### config.mk
export PLATFORM = sky130hd
export DESIGN_NAME = pmic_irq_and_sequence_regs
export DESIGN_NICKNAME = d
export VERILOG_FILES = /design/src/rtl/pmic_pkg.sv /design/src/rtl/reg_if.sv /design/src/rtl/pmic_irq_and_sequence_regs.sv /design/src/rtl/serial_target.sv
export SDC_FILE = /design/constraint.sdc
export NUM_CORES = 1
export LEC_CHECK = 0
export BUFFER_PORTS_ARGS = -buffer_cell sky130_fd_sc_hd__clkbuf_2
export CAP_MARGIN = 5
export CORE_MARGIN = 3
export CORE_UTILIZATION = 61
export CTS_CLUSTER_SIZE = 8
export DETAILED_ROUTE_END_ITERATION = 12
export HOLD_SLACK_MARGIN = 0.08
export PLACE_DENSITY = 0.92
export SETUP_SLACK_MARGIN = 0.5
export SYNTH_ARGS = -nofsm -noshare
export SYNTH_HDL_FRONTEND = slang
export SYNTH_SLANG_ARGS = --single-unit
### constraint.sdc
create_clock -name clk_sys_in -period 6.9 [get_ports clk_sys_in]
set_input_delay 0.69 -clock clk_sys_in [delete_from_list [all_inputs] [get_ports clk_sys_in]]
set_output_delay 0.69 -clock clk_sys_in [all_outputs]
set_load 0.005 [all_outputs]
### src/rtl/pmic_pkg.sv
package pmic_pkg;
    // clock and timing
    localparam int CLK_PERIOD_NS = 40;
    localparam int DEGLITCH_NS = 32000;
    localparam int DEGLITCH_CYC = (DEGLITCH_NS + CLK_PERIOD_NS - 1) / CLK_PERIOD_NS;
    localparam logic [9:0] DEGLITCH_LAST = 10'(DEGLITCH_CYC - 1);
    localparam int LONG_PRESS_MS = 1000;
    localparam int LONG_PRESS_DEF_CYC = LONG_PRESS_MS * (1000000 / CLK_PERIOD_NS);
    // serial target address, value is arbitrary
    localparam logic [6:0] DEV_ADDR = 7'h2a;
    localparam logic [3:0] BYTE_BITS = 4'h8;
    // register offsets
    localparam logic [7:0] ADDR_EN1 = 8'h28;
    localparam logic [7:0] ADDR_ST1 = 8'h29;
    localparam logic [7:0] ADDR_EN2 = 8'h2a;
    localparam logic [7:0] ADDR_ST2 = 8'h2b;
    localparam logic [7:0] ADDR_SEQ1 = 8'h2c;
    localparam logic [7:0] ADDR_SEQ2 = 8'h2d;
    // field positions
    localparam int ST1_OT = 7;
    localparam int ST1_BUCK_FIRST = 6;
    localparam int ST1_SHORT = 2;
    localparam int ST1_LONG = 1;
    localparam int ST1_SUPPLY = 0;
    localparam int ST2_SHDN = 7;
    localparam int ST2_RISE = 6;
    localparam int ST2_FALL = 5;
    localparam int ST2_TWH = 1;
    localparam int ST2_TWL = 0;
    localparam logic [7:0] EN2_MASK = 8'he0;
    localparam logic [7:0] ST2_MASK = 8'he3;
    // reset values
    localparam logic [7:0] EN1_RST = 8'hf8;
    localparam logic [7:0] EN2_RST = 8'h80;
    localparam logic [7:0] SEQ1_RST = 8'h21;
    localparam logic [7:0] SEQ2_RST = 8'h43;
    // priority codes
    localparam logic [3:0] SEQ_OFF = 4'h0;
    localparam logic [3:0] SEQ_LAST = 4'hc;
    typedef enum logic [3:0] {
        BUS_IDLE = 4'h0,
        BUS_ADDR = 4'h1,
        BUS_ACK_ADDR = 4'h3,
        BUS_REG = 4'h2,
        BUS_ACK_REG = 4'h6,
        BUS_WDATA = 4'h7,
        BUS_ACK_W = 4'h5,
        BUS_RDATA = 4'h4,
        BUS_RACK = 4'hc
    } bus_state_t;
endpackage

### src/rtl/reg_if.sv
`timescale 1ns/1ps
interface reg_if;
    logic wr_stb;
    logic rd_stb;
    logic [7:0] addr;
    logic [7:0] wdata;
    logic [7:0] rdata;
    modport bus(output wr_stb, output rd_stb, output addr, output wdata, input rdata);
    modport regs(input wr_stb, input rd_stb, input addr, input wdata, output rdata);
endinterface

### src/rtl/pmic_irq_and_sequence_regs.sv
`timescale 1ns/1ps
// How it works
// [RL1] each buck low-output event (66% of target) sets its status1 bit 6..3
// [RL2] deglitched short button press sets status1 bit 2
// [RL3] deglitched long button press sets status1 bit 1
// [RL4] supply below power-off threshold sets status1 bit 0
// [RL5] button forced shutdown sets status2 bit 7; enable2 bit 7 resets to 1
// [RL6] button rising edge sets status2 bit 6; enable2 bit 6 resets to 0
// [RL7] button falling edge sets status2 bit 5; enable2 bit 5 resets to 0
// [RL8] 125 degree warning sets status2 bit 1
// [RL9] 100 degree warning sets status2 bit 0
// [RL10] priority code 0 is off, 1 first on, up to 12 last on
// [RL11] power-down order is the reverse of power-up order
// [RL12] sequence register one bits 7..4 hold buck two priority
// [RL13] sequence register one bits 3..0 hold buck one priority
// [RL14] enable1 gates status1; top five reset to 1, low three to 0
// [RL15] interrupt is registered: high one cycle after any enabled status bit is set, low one cycle after none is
// [RL16] sequence register two holds buck four high, buck three low
// [RL17] reserved status and enable bits read zero, ignore writes
module pmic_irq_and_sequence_regs #(
    parameter int LONG_PRESS_CYC = pmic_pkg::LONG_PRESS_DEF_CYC
) (
    input wire logic clk_sys_in,
    input wire logic arst_n_in,
    input wire logic scl_in,
    input wire logic sda_in,
    output logic sda_out,
    output logic sda_oe_out,
    input wire logic power_button_in,
    input wire logic overtemp_in,
    input wire logic [3:0] buck_low_in,
    input wire logic supply_low_in,
    input wire logic temp_warn_high_in,
    input wire logic temp_warn_low_in,
    input wire logic button_shutdown_in,
    output logic irq_out,
    output logic [3:0] buck_power_on_out,
    output logic [3:0][3:0] buck_on_slot_out,
    output logic [3:0][3:0] buck_off_slot_out
);
    import pmic_pkg::*;

    localparam logic [24:0] LONG_LAST = 25'(LONG_PRESS_CYC - 1);
    localparam logic [24:0] LONG_CNT = 25'(LONG_PRESS_CYC);

    logic [1:0] rst_pipe_q;
    logic rst_n;
    logic [7:0] en1_q, en2_q, st1_q, st2_q, seq1_q, seq2_q;
    logic [7:0] ev1, ev2, clr1, clr2;
    logic btn_filt_q, btn_prev_q, irq_q;
    logic [9:0] glitch_cnt_q;
    logic [24:0] hold_cnt_q;
    logic rise_ev, fall_ev, short_ev, long_ev;
    logic [15:0] prios;
    reg_if rif();

    function automatic logic [3:0] on_slot(input logic [3:0] code);
        on_slot = (code > SEQ_LAST) ? SEQ_LAST : code;
    endfunction

    function automatic logic [3:0] off_slot(input logic [3:0] code);
        off_slot = (code == SEQ_OFF) ? SEQ_OFF : 4'(SEQ_LAST + 4'h1 - on_slot(code));
    endfunction

    always_ff @(posedge clk_sys_in or negedge arst_n_in) begin
        if (!arst_n_in) begin
            rst_pipe_q <= 2'b00;
        end else begin
            rst_pipe_q <= {rst_pipe_q[0], 1'b1};
        end
    end
    assign rst_n = rst_pipe_q[1];

    serial_target u_target (
        .clk_in(clk_sys_in),
        .rst_n_in(rst_n),
        .scl_in(scl_in),
        .sda_in(sda_in),
        .sda_oe_out(sda_oe_out),
        .rif(rif.bus)
    );
    // open-drain: the pin is only ever pulled low
    assign sda_out = 1'b0;

    // [RL2] [RL3] 32 us button deglitch
    always_ff @(posedge clk_sys_in or negedge rst_n) begin
        if (!rst_n) begin
            btn_filt_q <= 1'b0;
            glitch_cnt_q <= 10'h000;
        end else if (power_button_in == btn_filt_q) begin
            glitch_cnt_q <= 10'h000;
        end else if (glitch_cnt_q == DEGLITCH_LAST) begin
            btn_filt_q <= power_button_in;
            glitch_cnt_q <= 10'h000;
        end else begin
            glitch_cnt_q <= glitch_cnt_q + 10'h001;
        end
    end

    // press duration, saturates at the long-press count
    always_ff @(posedge clk_sys_in or negedge rst_n) begin
        if (!rst_n) begin
            btn_prev_q <= 1'b0;
            hold_cnt_q <= 25'h0000000;
        end else begin
            btn_prev_q <= btn_filt_q;
            if (!btn_filt_q) begin
                hold_cnt_q <= 25'h0000000;
            end else if (hold_cnt_q != LONG_CNT) begin
                hold_cnt_q <= hold_cnt_q + 25'h0000001;
            end
        end
    end

    // [RL6] [RL7] filtered button edges
    assign rise_ev = btn_filt_q && !btn_prev_q;
    assign fall_ev = !btn_filt_q && btn_prev_q;
    // [RL2] [RL3] short on release, long once held long enough
    assign short_ev = fall_ev && (hold_cnt_q != LONG_CNT);
    assign long_ev = btn_filt_q && (hold_cnt_q == LONG_LAST);

    // [RL1] [RL4] status1 event map
    assign ev1 = {overtemp_in, buck_low_in[0], buck_low_in[1], buck_low_in[2], buck_low_in[3],
                  short_ev, long_ev, supply_low_in};
    // [RL5] [RL8] [RL9] status2 event map
    assign ev2 = {button_shutdown_in, rise_ev, fall_ev, 3'b000, temp_warn_high_in, temp_warn_low_in};
    assign clr1 = (rif.rd_stb && rif.addr == ADDR_ST1) ? 8'hff : 8'h00;
    assign clr2 = (rif.rd_stb && rif.addr == ADDR_ST2) ? 8'hff : 8'h00;

    // sticky status, cleared by reading, a new event wins over the clear
    always_ff @(posedge clk_sys_in or negedge rst_n) begin
        if (!rst_n) begin
            st1_q <= 8'h00;
            st2_q <= 8'h00;
        end else begin
            st1_q <= (st1_q & ~clr1) | ev1;
            // [RL17] reserved status bits held at zero
            st2_q <= ((st2_q & ~clr2) | ev2) & ST2_MASK;
        end
    end

    // [RL14] [RL5] enables and sequence fields
    always_ff @(posedge clk_sys_in or negedge rst_n) begin
        if (!rst_n) begin
            en1_q <= EN1_RST;
            en2_q <= EN2_RST;
            seq1_q <= SEQ1_RST;
            seq2_q <= SEQ2_RST;
        end else if (rif.wr_stb) begin
            case (rif.addr)
                ADDR_EN1: en1_q <= rif.wdata;
                // [RL17] reserved enable bits ignore writes
                ADDR_EN2: en2_q <= rif.wdata & EN2_MASK;
                ADDR_SEQ1: seq1_q <= rif.wdata;
                ADDR_SEQ2: seq2_q <= rif.wdata;
                default: ;
            endcase
        end
    end

    always_comb begin
        case (rif.addr)
            ADDR_EN1: rif.rdata = en1_q;
            ADDR_ST1: rif.rdata = st1_q;
            ADDR_EN2: rif.rdata = en2_q;
            ADDR_ST2: rif.rdata = st2_q;
            ADDR_SEQ1: rif.rdata = seq1_q;
            ADDR_SEQ2: rif.rdata = seq2_q;
            default: rif.rdata = 8'h00;
        endcase
    end

    // [RL15] interrupt request
    always_ff @(posedge clk_sys_in or negedge rst_n) begin
        if (!rst_n) begin
            irq_q <= 1'b0;
        end else begin
            irq_q <= |((st1_q & en1_q) | (st2_q & en2_q));
        end
    end
    assign irq_out = irq_q;

    // [RL12] [RL13] [RL16] buck fields, buck one lowest
    assign prios = {seq2_q, seq1_q};

    for (genvar i = 0; i < 4; i++) begin : g_buck
        // [RL10] [RL11] on slot and mirrored off slot
        always_ff @(posedge clk_sys_in or negedge rst_n) begin
            if (!rst_n) begin
                buck_power_on_out[i] <= 1'b0;
                buck_on_slot_out[i] <= 4'h0;
                buck_off_slot_out[i] <= 4'h0;
            end else begin
                buck_power_on_out[i] <= prios[4*i +: 4] != SEQ_OFF;
                buck_on_slot_out[i] <= on_slot(prios[4*i +: 4]);
                buck_off_slot_out[i] <= off_slot(prios[4*i +: 4]);
            end
        end
    end
endmodule

### src/rtl/serial_target.sv
`timescale 1ns/1ps
module serial_target (
    input wire logic clk_in,
    input wire logic rst_n_in,
    input wire logic scl_in,
    input wire logic sda_in,
    output logic sda_oe_out,
    reg_if.bus rif
);
    import pmic_pkg::*;

    bus_state_t st_q;
    logic scl_q, sda_q, rw_q, oe_q, wr_q, rd_q;
    logic [3:0] cnt_q;
    logic [7:0] sh_q, ptr_q;
    logic scl_rise, scl_fall, start_c, stop_c;

    assign scl_rise = scl_in && !scl_q;
    assign scl_fall = !scl_in && scl_q;
    assign start_c = scl_in && scl_q && sda_q && !sda_in;
    assign stop_c = scl_in && scl_q && !sda_q && sda_in;
    assign sda_oe_out = oe_q;
    assign rif.wr_stb = wr_q;
    assign rif.rd_stb = rd_q;
    assign rif.addr = ptr_q;
    assign rif.wdata = sh_q;

    always_ff @(posedge clk_in or negedge rst_n_in) begin
        if (!rst_n_in) begin
            scl_q <= 1'b1;
            sda_q <= 1'b1;
        end else begin
            scl_q <= scl_in;
            sda_q <= sda_in;
        end
    end

    always_ff @(posedge clk_in or negedge rst_n_in) begin
        if (!rst_n_in) begin
            st_q <= BUS_IDLE;
            cnt_q <= 4'h0;
            sh_q <= 8'h00;
            ptr_q <= 8'h00;
            rw_q <= 1'b0;
            oe_q <= 1'b0;
            wr_q <= 1'b0;
            rd_q <= 1'b0;
        end else begin
            wr_q <= 1'b0;
            rd_q <= 1'b0;
            if (start_c) begin
                st_q <= BUS_ADDR;
                cnt_q <= 4'h0;
                oe_q <= 1'b0;
            end else if (stop_c) begin
                st_q <= BUS_IDLE;
                oe_q <= 1'b0;
            end else if (scl_rise) begin
                if (st_q == BUS_ADDR || st_q == BUS_REG || st_q == BUS_WDATA) begin
                    sh_q <= {sh_q[6:0], sda_in};
                    cnt_q <= cnt_q + 4'h1;
                end else if (st_q == BUS_RDATA) begin
                    cnt_q <= cnt_q + 4'h1;
                end else if (st_q == BUS_RACK) begin
                    // not acknowledged: stop sending until next start
                    if (sda_in) begin
                        st_q <= BUS_IDLE;
                    end else begin
                        ptr_q <= ptr_q + 8'h01;
                    end
                end
            end else if (scl_fall) begin
                case (st_q)
                    BUS_ADDR: if (cnt_q == BYTE_BITS) begin
                        cnt_q <= 4'h0;
                        if (sh_q[7:1] == DEV_ADDR) begin
                            st_q <= BUS_ACK_ADDR;
                            oe_q <= 1'b1;
                            rw_q <= sh_q[0];
                        end else begin
                            st_q <= BUS_IDLE;
                        end
                    end
                    BUS_REG: if (cnt_q == BYTE_BITS) begin
                        cnt_q <= 4'h0;
                        ptr_q <= sh_q;
                        st_q <= BUS_ACK_REG;
                        oe_q <= 1'b1;
                    end
                    BUS_WDATA: if (cnt_q == BYTE_BITS) begin
                        cnt_q <= 4'h0;
                        wr_q <= 1'b1;
                        st_q <= BUS_ACK_W;
                        oe_q <= 1'b1;
                    end
                    BUS_ACK_ADDR, BUS_RACK: if (st_q == BUS_RACK || rw_q) begin
                        st_q <= BUS_RDATA;
                        sh_q <= rif.rdata;
                        oe_q <= ~rif.rdata[7];
                        rd_q <= 1'b1;
                    end else begin
                        st_q <= BUS_REG;
                        oe_q <= 1'b0;
                    end
                    BUS_ACK_REG: begin
                        st_q <= BUS_WDATA;
                        oe_q <= 1'b0;
                    end
                    BUS_ACK_W: begin
                        st_q <= BUS_WDATA;
                        oe_q <= 1'b0;
                        ptr_q <= ptr_q + 8'h01;
                    end
                    BUS_RDATA: if (cnt_q == BYTE_BITS) begin
                        st_q <= BUS_RACK;
                        cnt_q <= 4'h0;
                        oe_q <= 1'b0;
                    end else begin
                        sh_q <= {sh_q[6:0], 1'b0};
                        oe_q <= ~sh_q[6];
                    end
                    default: st_q <= BUS_IDLE;
                endcase
            end
        end
    end
endmodule

### Word-level counts from Yosys, hierarchy flattened

Cells that the tools add are included.

* bits in registers: 146
* bits of input ports: 14

* reduce and logical (&&, ||, !) cells: 55
* eq/ne operators: 43
* order comparisons: 4
* add/subtract/negate cells: 8
* bitwise operators: 15
* muxes and demuxes: 74

Operator list (count)
* 4-bit two-way mux: 28
* 8-bit two-way mux: 14
* 25-bit two-way mux: 2
* 8-bit by 6-bit equality test with 1-bit output (second input constant): 6
* 8-bit case mux with 6 select lines: 1
* 8-bit AND: 4
* 8-bit case mux with 2 select lines: 2
* 25-bit by 1-bit adder with 25-bit output (second input constant): 1
* 25-bit equality test (second input constant): 1
* 25-bit inequality test (second input constant): 1
* 8-bit OR: 3
* 4-bit case mux with 6 select lines: 1
* 1-bit two-way mux: 21
* 10-bit two-way mux: 2
* 4-bit inequality test (second input constant): 5
* 4-bit nonzero test: 5
* 9-bit AND reduction: 2
* 3-bit nonzero test: 6
* 4-bit by 3-bit equality test with 1-bit output (second input constant): 4
* 4-bit greater-than comparator (second input constant): 4
* 4-bit zero test: 4
* 8-bit inverter: 2
* 4-bit subtractor (first input constant): 4
* 5-bit by 2-bit inequality test with 1-bit output (second input constant): 3
* 32 further kinds: 73

### Depth between registers and ports, before layout

Gate-level depths: netlist (run 1).

* word-level depth: 9
* mapped depth: 9
* gate-level depth less buffers: 7

### Cells and area by module

Synthesis (run 1) repeated with hierarchy kept, for this count alone.

* cell total of the unflattened synthesis: 626
* area, all modules: 7041.8 sq um

Modules (own cells, without submodules)
* pmic_irq_and_sequence_regs: area each 5046.1 sq um, cells an instance 417, instances 1
* serial_target: area each 1995.7 sq um, cells an instance 209, instances 1

### Least setup slack after synthesis (run 1)

OpenSTA, ideal clock, no wires.

* path type: in2reg
* start point: input port scl_in
* end point: register u_target.sh_q[0] (netlist: u_target.rif.wdata[0])
* required time: 6.775 ns
* path buffers: 2
* stages on the path: 6
* setup slack: 4.686 ns
* arrival: 2.090 ns
* cells stage by stage: ha_1 clkbuf_1 o41ai_1 and4_1 buf_2 mux2_2

* longest elaborated chain between the ends: 5
* elaborated cells between the ends (all ways): 17
* those cells by class: eq/ne: 3; mux: 1; bitwise: 2; reduce/logical: 11

Ends and longest elaborated chain
* start: declaration: RTL line pmic_irq_and_sequence_regs.sv:25 `input wire logic scl_in,`
* 1-bit logical AND: RTL line serial_target.sv:20, serial_target.sv:21
* 1-bit logical AND, on equally long branches (2 in series): RTL line serial_target.sv:20, serial_target.sv:21
* 1-bit inverter (no line)
* 7-bit AND reduction (no line)
* end signal: assignment: RTL line serial_target.sv:60 `sh_q <= {sh_q[6:0], sda_in};`
* end signal: assignment: RTL line serial_target.sv:98 `sh_q <= rif.rdata;`
* end signal: assignment: RTL line serial_target.sv:119 `sh_q <= {sh_q[6:0], 1'b0};`
* end: declaration: RTL line serial_target.sv:15 `logic [7:0] sh_q, ptr_q;`

Several ways; a longest one is shown, not always the timed one.
A chain may end at the register's enable or synchronous reset.

### Worst setup path after layout (run 1)

* start point: register u_target.scl_q
* end point: register u_target.sh_q[6] (netlist: u_target.rif.wdata[6])

* longest elaborated chain between the ends: 5
* elaborated cells between the ends (all ways): 17
* those cells by class: eq/ne: 3; mux: 1; bitwise: 2; reduce/logical: 11

Ends and longest elaborated chain
* start: declaration: RTL line serial_target.sv:13 `logic scl_q, sda_q, rw_q, oe_q, wr_q, rd_q;`
* start signal: assignment: RTL line serial_target.sv:33 `scl_q <= scl_in;`
* branches (longest 5 deep; another with 7-bit AND reduction)

Several ways; the timed one is not identified.

==> results of run 1 <==
-- synth_stat cells (all sizes together) (9+ instances only) --
library cell | number | area share, %
nand3 | 32 | 2.2
and3 | 9 | 0.79
inv | 28 | 1.5
ha | 16 | 2.8
and2 | 23 | 2.1
dfstp | 13 | 4.8
mux2 | 35 | 5.5
o21ai | 23 | 1.6
a22oi | 11 | 1.2
buf | 16 | 1.6
a21o | 13 | 1.4
xor2 | 15 | 1.8
xnor2 | 22 | 2.7
nor2 | 37 | 2.0
clkbuf | 27 | 1.4
a31oi | 11 | 0.96
a21boi | 14 | 1.5
nand2 | 47 | 2.5
dfrtp | 133 | 47
o22ai | 9 | 0.79
nand4 | 15 | 1.3
a21oi | 17 | 1.2
-- through the flow --
step	power [uW]	util, %	hold slack (ns)	setup WS (ns)
CTS	2190	72.0	0.351	4.33
global placement	1170	66.1	0.340	4.17
finish	2190	72.0	0.345	4.32
floorplan	1120	-	0.331	2.55
detailed placement	1180	66.1	0.339	4.04
global route	2260	72.0	0.350	4.11
-- repair_timing --
action / in CTS / in global routing
endpoints found under the hold margin: 2 / 0
buffers inserted: 0 / 0
hold buffers: 1 / 0
-- power by group --
part | internal, uW | switching, uW
Sequential | 891 | 73.3
Combinational | 86.1 | 132
Clock | 650 | 354
Total | 1630 | 559
-- final timing paths --
| check | start | endpoint | slack, ns | cells after the start |
|---|---|---|---|---|
| setup / recovery | u_target.scl_q | u_target.rif.wdata[6] | 4.32 | 6 |
| hold / removal | rst_pipe_q[0] | rst_pipe_q[1] | 0.35 | 0 |
| setup reg to reg | u_target.scl_q | u_target.rif.wdata[6] | 4.32 | 6 |
| hold reg to reg | rst_pipe_q[0] | rst_pipe_q[1] | 0.35 | 0 |
| max in group asynchronous | rst_pipe_q[1] | seq1_q[3] | 5.00 | 1 |
| min in group asynchronous | rst_pipe_q[1] | u_target.cnt_q[3] | 0.51 | 0 |
-- cell families (layout without fill, tap and decap cells) --
family,Yosys count,count (layout),synth area share (%)
simple gates,218,218,16.9
compound gates,135,135,13.5
flops,146,146,51.5
other cells,2,2,0.105
buf+inv,71,112,4.49
fa+ha+maj,16,16,2.81
mux,40,40,6.23
xor+xnor,37,37,4.54
-- registers in the layout (all words and copies together), names as in the netlist, 5 cells and up --
signal	cells
buck_on_slot_out	16
st2_q	5
u_target.rif.wdata	8
seq1_q	8
hold_cnt_q	25
buck_off_slot_out	16
u_target.rif.addr	8
st1_q	8
seq2_q	8
glitch_cnt_q	10
en1_q	8
-- cell type report --
class	instances	area (um2)	share of cell area (%)
timing repair buffer	53	273	3.40
multi-input combinational	448	3140	39.2
clock buffer	19	443	5.53
tap	140	175	2.19
inverter	28	105	1.31
clock inverter	12	204	2.54
sequential	146	3670	45.8
-- layer usage --
metal  track usage, %  wire length, um  vias up
met5                0                0        -
met4             11.9              462        0
met3             5.44             1020       47
met2             43.6             8230      228
met1             32.1             6410     2659
li1                 -                -     2431
==> results.md, run 1 <==
- The run finished with clean final reports.
- For this run the aggregate overflow at the end of global routing stands at 0.
- Across the VDD grid, the largest voltage drop is between 0.2 and 0.25 mV.
- The post-route netlist has 20.5% of its cells at a drive strength greater than 1.
- The number of nets in the synthesized netlist is roughly 700.
- Entering global routing, the biggest net connects between 80 and 90 pins.
- In this run the worst path has a maximum fanout of 23.
- The number of gates given a new drive strength after cts is 0.
- Yosys mapped the design onto 66 distinct sky130hd cell types.
- The category of the worst setup path capture point is a flop.
- The critical path in this run is classified as flop to flop.
- The number of synthesized flops with an enable pin is 0.
- The cell family contributing the most delay on the critical path is simple AND/OR/NAND/NOR gates.
- Counting the fill cells in the layout gives 756.
- The count of placed standard cells in the final layout, fillers left out is ~850.
- 0 antenna diodes ended up in the layout.
- At the worst endpoint, the arrival time is a little under 3 ns.
- Counting both buffers and inverters, the worst setup path holds a total of 1.
- After synthesis the netlist holds a flip-flop and latch count of ~150.
- Synthesis handed over a netlist of 665 instances.
- The total clock sinks is 146.
- The initial utilization of the core area, before any placement, comes to about 64%.
- For this run, the slowest stage of the critical path takes between 0.5 and 0.6 ns.
- The via-per-instance ratio is approximately 6.3.
- The smallest clock period supported by the final layout is computed as about 2.6 ns.
- Summed over all cells, the static leakage comes to roughly 0.0037 uW.
- The most common cell after layout, fill and taps aside is dfrtp_1.
- The maximum buffer depth of the clock tree is 2.
- The mapped cell area is between 7000 and 8000 um2.
- The class of the tightest hold or removal check is flop to flop.
- In this run the remaining antenna-violating nets after routing total 0.
- The width of the die is ~110 um.
- The initial antenna violation count is 0.
- The max-capacitance violation count is 0.
- The clock transition at the registers of the reported paths is roughly 0.06 ns.
- Setup repair after global routing left no endpoint under its margin.
- The prevailing post-synth register cell is dfrtp_1.
- The violation count after the first detailed-routing iteration is 700.
- The detailed-route DRC error count is 0.
- Between clock sinks in the finished design, the worst skew comes to between 0.008 and 0.009 ns.
- The fraction of registers with async set/reset is between 90% and 100%.
- The category of the worst setup path launch point is a flop.
- Clock latency on the worst-skew pair, taken at its later pin, is approximately 0.43 ns.
- The max-slew violation count is 0.
- After synthesis, the mean cell area works out to between 10 and 15 um2.
- Among all stages on the critical path, the largest delay is contributed by dfstp_2.
- The last weighted congestion value of the routability-driven placer is slightly above 0.9.
- The global-route wire length before repair is 26500 um.
- Setup violations remaining at the end of the flow were counted as 0.
- In the final timing run, aggregate negative setup slack is 0 ns.
- The tightest slew margin relative to the limit is ~29%.
- The post-route fraction of the period consumed by the critical path is between 30% and 40%.
- Static timing analysis puts the maximum clock frequency at a little under 0.4 GHz.
- The TritonCTS clock tree is done.
- In this run the standard cell core region covers 11100 um2.
- The total global-route track usage is 25.9%.
- The count of final hold-check violations came to 0.
- The number of buffers inserted by port buffering is ~50.
- The final layout contains routed wiring with a total length of 16100 um.
- Leaving out fill and tap cells, the most frequent cells in the layout are 132 x dfrtp_1, 51 x clkbuf_2, 47 x nand2_1.
- The final net count is just over 700.
- The HPWL after detailed placement is 10400 um.
- The sequential share of the synthesized area is about half.
- Clock tree synthesis inserted a total of 17 buffers.
- For this design the top-level I/O count stands at 53.
- The worst-margin pin slew is roughly 1.1 ns.
- The number of iterations in the first detailed-routing pass is 5.
- The Yosys step of the flow raised 0 warnings.
- The die area is 13000 um2.
- The relative area change from synthesis to final layout is 12.4%.
- In this run the power density over the cells is between 200 and 300 nW/um2.
- The post-route standard cell area excluding fillers is approximately 8000 um2.
- The number of global-route vias before repair is approximately 5300.
- Once placement finished, the instance area stood at between 7000 and 8000 um2.
- The tree is rooted in a clkbuf_16.
- The number of rows created at floorplan is 38.
- Traced cell by cell, the critical path runs through inv_1 -> ha_1 -> nand2b_1 -> o311ai_0 -> and4_1 -> mux2_2.
- The detailed router placed around 5400 vias in this run.
- The number of placed instances, taps included, is roughly 810.
- The H-tree was split into 4 levels.
- In this run the vertical extent of the chip is roughly 110 um.
- STA puts the critical path data required time at a little over 7 ns.
- In the final routed layout, each cell accounts on average for ~19 um.
No activity file was read; power rests on OpenSTA's default activity.
==> run 2: changes to the inputs <==
Settings changed: CORE_UTILIZATION 61 to 60, PLACE_DENSITY 0.92 to 0.91.
Clock period 6.9 ns to 2.5 ns, I/O delays scaled along.
==> results.md, run 2 (synthesized netlist as in run 1, its figures left out) <==
- The flow ran to the end, and the final reports show no timing, DRC or antenna violations.
- During I/O placement, the number of pins put on the boundary was 53.
- Routability-driven placement finished with a final weighted congestion of between 1 and 1.5.
- The clock transition at the registers of the reported paths is roughly 0.060 ns.
- From synthesis to final layout, the design area changed by 19.5%.
- The die is between 100 and 150 um wide.
- The worst hold path belongs to the class input port to flop.
- The final routed wire length divided by cell count is between 15 and 20 um.
- Dividing total power by cell area gives a power density of between 700 and 800 nW/um2.
- The tool flagged a number of max-cap violations equal to 0.
- The detailed-route DRC error count is 0.
- After global routing the overflow that remains totals 0.
- The most common cell after layout, fill and taps aside is dfrtp_1.
- The hold path endpoint is btn_filt_q.
- The clock root buffer is clkbuf_16.
- The largest registers in the layout are hold_cnt_q (25), buck_off_slot_out (16), buck_on_slot_out (16).
- The setup TNS after final layout is 0 ns.
- In this run the static leakage power is roughly 0.0039 uW.
- The max-slew violation count is 0.
- The worst register-to-register path has a depth of 9.
- The TritonCTS clock tree is done.
- Data on the critical path is required at its endpoint by 2.84 ns.
- The first routing iteration left between 500 and 600 violations.
- The total clock sinks is between 100 and 150.
- The combined buffer and inverter count along the critical path is 3.
- The cell family contributing the most delay on the critical path is flip-flops.
- In this run the critical register-to-register path is captured at u_target.st_q[2].
- Leaving out fill and tap cells, the most frequent cells in the layout are 126 x dfrtp_1, 51 x clkbuf_2, 45 x nand2_1.
- The effective utilization at floorplan is 61.9%.
- The register-to-register setup slack is between 0.3 and 0.4 ns.
- The delay contributed by the slowest stage of the critical path is between 0.5 and 0.6 ns.
- In this run the critical register-to-register path is launched from u_target.scl_q.
- The post-route fraction of the period consumed by the critical path is between 80 and 90%.
- The H-tree depth reported by CTS is 4.
- Global routing used 26.1% of the available tracks across all layers.
- The final net count is around 760.
- The global-route wire length before repair is about 27000 um.
- The initialized floorplan defines 39 standard-cell rows.
- The final antenna-violating net count is 0.
- The initial antenna violation count is 0.
- The category of the worst setup path launch point is a flop.
- Entering global routing, the biggest net connects between 80 and 90 pins.
- The wire length after detailed routing is around 17000 um.
- Headroom to the max-slew limit came out at between 40% and 50%.
- The count of final hold-check violations is 0.
- The category of the worst setup path capture point is a flop.
- The critical path goes through inv_2 -> ha_4 -> buf_8 -> nand2b_4 -> mux2_4 -> o311ai_4 -> buf_6 -> o21ai_1 -> a21oi_1.
- Setup repair after global routing could not meet its margin everywhere.
- TritonCTS created 17 clock buffers.
- The vertical die dimension is 115 um.
- The critical path in this run is classified as flop to flop.
- The antenna diode instance count is 0.
- The number of iterations in the first detailed-routing pass is 7.
- At the worst endpoint, the arrival time is 2.46 ns.
- The die covers between 10000 and 15000 um2.
- In the final layout, the share of cells above drive strength 1 is 26.8%.
- The cell count of the worst hold path is 2.
- Setup violations remaining at the end of the flow were counted as 0.
- Across all hold checks on the routed design, the worst slack comes to roughly 0.11 ns.
- For this design, the slowest cell found on the critical path is dfstp_2.
- The worst-path maximum fanout is 8.
- The flip-flop count of the largest register after layout is 25.
- On the final layout, the worst clock skew is ~0.012 ns.
- The final critical path time including I/O delays and setup is 2.12 ns.
- The worst hold path begins at power_button_in.
- At the pin with the least slew margin, the transition time is about 0.80 ns.
- The peak supply drop is 0.519 mV.
- The via-per-instance ratio is 6.52.
- The wire-length estimate of the detail-placed layout is 10500 um.
- The number of global-route vias before repair is between 5000 and 6000.
- The upper clock frequency limit is between 0.4 and 0.5 GHz.
- Clock latency on the worst-skew pair, taken at its later pin, is 0.43 ns.
- The count of vias placed by the detailed router is 5746.
- The number of buffers inserted by port buffering is slightly above 50.
- The floorplan core area is 11500 um2.
- The maximum buffer depth of the clock tree is 2.
- The top register by number of flip-flops is hold_cnt_q.
run 2: timing repair:
| item | CTS | global route |
|---|---|---|
| resized for setup | 17 | 38 |
| setup buffers | 6 | 6 |
| hold endpoints to repair | 13 | 0 |
| cloned | 1 | 0 |
| pin swaps | 9 | 12 |
| endpoints found under the setup margin | 39 | 45 |
| hold buffers | 12 | 0 |
run 2: how the worst max path moves through the flow:
stage | start | to | slack [ns] | cells after the start
after floorplan | u_target.scl_q | u_target.rif.wdata[0] | 0.50 | 7
after global placement | u_target.scl_q | u_target.rif.wdata[5] | 0.35 | 6
after detailed placement | u_target.scl_q | u_target.rif.wdata[5] | 0.24 | 6
after CTS | u_target.scl_q | u_target.rif.wdata[2] | 0.46 | 6
after global routing | u_target.scl_q | u_target.st_q[2] | 0.34 | 9
final | u_target.scl_q | u_target.st_q[2] | 0.38 | 9
run 2: layer usage:
layer	up-vias	wire length (um)	GRT usage [%]
li1	2490	-	-
met1	2808	6550	30.7
met2	354	8630	43.4
met3	94	1470	7.26
met4	0	795	13.7
met5	-	0	0
run 2: worst register-to-register path: stages (launching register included):
cell and delay (ns):
dfstp_2 0.55, inv_2 0.05, ha_4 0.17, buf_8 0.14, nand2b_4 0.13, mux2_4 0.28, o311ai_4 0.24, buf_6 0.19
o21ai_1 0.11, a21oi_1 0.18
run 2: power breakdown:
part | total (uW) | switching [uW] | internal, uW
clock network | 2750 | 957 | 1800
logic | 756 | 442 | 314
registers | 2660 | 191 | 2460
total | 6170 | 1590 | 4580
run 2: area by class of cell:
cell class                      instances  area [um2]
Sequential cell                       146        3680
Multi-Input combinational cell        448        3330
Timing Repair Buffer                   85         578
Clock buffer                           23         498
Tap cell                              143         179
Clock inverter                          8         150
Inverter                               28         105
Fill cell                             685        2990
run 2: metrics by stage:
step | setup WS, ns | power, uW | utilization [%] | instances | area (um2)
after floorplan | 0.501 | 3100 | - | 665 | 7140
after global placement | 0.350 | 3260 | 64.7 | 825 | 7450
after detailed placement | 0.236 | 3290 | 64.7 | 825 | 7450
after CTS | 0.455 | 6060 | 72.1 | 875 | 8310
after global routing | 0.339 | 6350 | 74.0 | 881 | 8530
final | 0.378 | 6170 | 74.0 | 881 | 8530
==> run 3: changes to the inputs <==
Clock period 2.5 ns to 2 ns, I/O delays scaled along.
==> results.md, run 3 (synthesized netlist as in run 1, its figures left out) <==
- Leaving out fill and tap cells, the most frequent cells in the layout are 117 x dfrtp_1, 80 x buf_4, 51 x clkbuf_2.
- Detailed routing inserted a total of 6961 vias.
- Clock-pin slew was measured on the worst setup and hold paths at approximately 0.060 ns.
- STA classifies the critical path endpoint as a flop.
- In this run the worst setup path begins at u_target.rif.addr[1].
- Input and output buffers added on the ports amount to 51.
- The register with the most flip-flops in the layout has 25 of them.
- The last weighted congestion value of the routability-driven placer is 0.958.
- The final worst clock skew is about 0.016 ns.
- Timing would allow up to 0.427 GHz.
- For this block, the routed nets add up to ~28000 um of wire.
- The flow ran to the end, but the final reports show violations.
- The width of the die is around 120 um.
- VDD sags by at most just under 0.6 mV.
- The floorplan core area is around 12000 um2.
- Setup slack on the worst reg-to-reg path comes out at -0.34 ns.
- Across the run, the number of max-cap violations was 0.
- For the pin with the worst max-slew slack, the measured transition is 0.846 ns.
- Row generation in the floorplan step produced 39 rows.
- For this configuration, the core starts out at a cell density of 61.9%.
- The worst register-to-register path begins at u_target.rif.addr[1].
- The final layout contains 847 nets.
- The first detailed-routing pass took 7 iterations.
- The share of final-layout standard cells stronger than drive strength 1 is between 40% and 50%.
- Setup repair after global routing could not meet its margin everywhere.
- The static power due to leakage is ~0.0046 uW.
- The checks that failed: negative setup slack.
- After global routing the overflow that remains totals 0.
- Of all nets on the critical path, the largest fanout is 10.
- In this run the clock root is driven by a clkbuf_16.
- The final routed wire length divided by cell count is 28.4 um.
- At the worst endpoint, the required time is 2.32 ns.
- Compared with the post-synthesis result, the final layout area differs by 39.3%.
- The die covers between 10000 and 15000 um2.
- The pin count of the biggest net entering global routing is 55.
- The final antenna-violating net count is 0.
- After layout, the worst setup slack is -0.340 ns.
- The repair_antennas step left the layout with diodes totalling 0.
- Setup violations remaining at the end of the flow were counted as 5.
- The post-route fraction of the period consumed by the critical path is 117%.
- The detailed-route DRC error count is 0.
- The critical path is of the flop to flop type.
- Global routing used ~33% of the available tracks.
- The number of global-route vias before repair is 6381.
- Measured on the finished design, the core utilization comes to roughly 86%.
- The library cell used most frequently in the layout, excluding fill and tap cells, is dfrtp_1.
- The data arrival time of the critical path is 2.66 ns.
- The clock insertion delay at the later pin of the skew report is between 0.4 and 0.5 ns.
- The initial antenna violation count is 1.
- The via-per-instance ratio is a little over 7.
- The maximum buffer depth of the clock tree is 2.
- TritonCTS built the clock tree.
- The count of final hold-check violations is 0.
- CTS saw 146 sinks.
- The register with the most flip-flops in the final layout is hold_cnt_q.
- The die is around 120 um tall.
- The cell count of the worst reg-to-reg path is 7.
- The largest registers in the layout are hold_cnt_q (25), buck_off_slot_out (16), buck_on_slot_out (16).
- The global-route wire length before repair is around 33000 um.
- In this run the power density over the cells is ~840 nW/um2.
- In this run the number of H-tree levels came out at 4.
- The endpoint of the most critical register-to-register path is u_target.rif.wdata[6].
- Once detailed placement completed, the half-perimeter wirelength came to ~12000 um.
- The min-delay analysis places its worst path in the category input port to asynchronous set/reset pin.
- The max-slew violation count is 0.
- Before CTS, the worst setup slack after placement is -0.0745 ns.
- The worst pin sits at a relative slew slack of a little over two fifths.
- The first routing iteration left around 1100 violations.
- The number of ports placed on the die boundary is 53.
- STA classifies the critical path startpoint as a flop.
- The number of fill cells in the layout is just over 400.
- The clock buffer count from CTS is 17.
- The final critical path time including I/O delays and setup is 2.34 ns.
-- run 3: how the worst max path moves through the flow --
stage	slack, ns	end
detailed placement	-0.07	u_target.rif.wdata[6]
CTS	0.09	u_target.rif.wdata[6]
global placement	-0.02	u_target.rif.wdata[6]
floorplan	0.09	u_target.rif.addr[4]
global route	-0.29	u_target.rif.wdata[0]
finish	-0.34	u_target.rif.wdata[6]
-- run 3: report_power, final --
group / internal, uW / switching, uW
clock: 1870 / 1440
sequential: 3080 / 205
combinational: 815 / 944
-- run 3: metrics by stage --
step	hold WS, ns	setup TNS, ns	total power (uW)	area, um2	std cells
6_report	0.0771	-0.588	8350	9930	973
5_1_grt	0.0871	-0.675	8490	9930	973
4_1_cts	0.0811	0	7640	9290	940
3_5_place_dp	-0.00959	-0.397	4270	7820	852
3_3_place_gp	-0.0143	-0.0874	4220	7820	852
2_1_floorplan	-0.0956	0	3960	7360	665
-- run 3: critical path, cell delays in order (launching register included) --
cell,delay [ns]
dfrtp_1,0.43
buf_4,0.16
ha_2,0.27
a222oi_1,0.46
nand2_1,0.29
nand4_1,0.20
o21ai_0,0.14
mux2_4,0.29
-- run 3: final cells by class --
cell class                 count  area (um2)  area share (%)
sequential                   146        3690            37.2
timing repair buffer         176        1410            14.2
multi-input combinational    448        3950            39.8
inverter                      28         116            1.17
clock buffer                  23         488            4.91
tap                          143         179            1.80
clock inverter                 9        96.3           0.970
-- run 3: what timing repair did --
action                                  in CTS  in global routing
endpoints found under the hold margin       14                  0
setup buffers                               42                 32
resized for setup                          101                 83
endpoints found under the setup margin      93                 98
pin swaps                                   56                 45
hold buffers                                13                  0
cloned                                       1                  1
-- run 3: metal layers --
layer | up-vias | part of all wire (%) | GRT usage (%)
met5 | - | 0.025 | 0
met4 | 2 | 9.0 | 20.3
met3 | 264 | 11 | 7.79
met2 | 709 | 46 | 55.7
met1 | 3307 | 33 | 37.8
li1 | 2679 | - | -
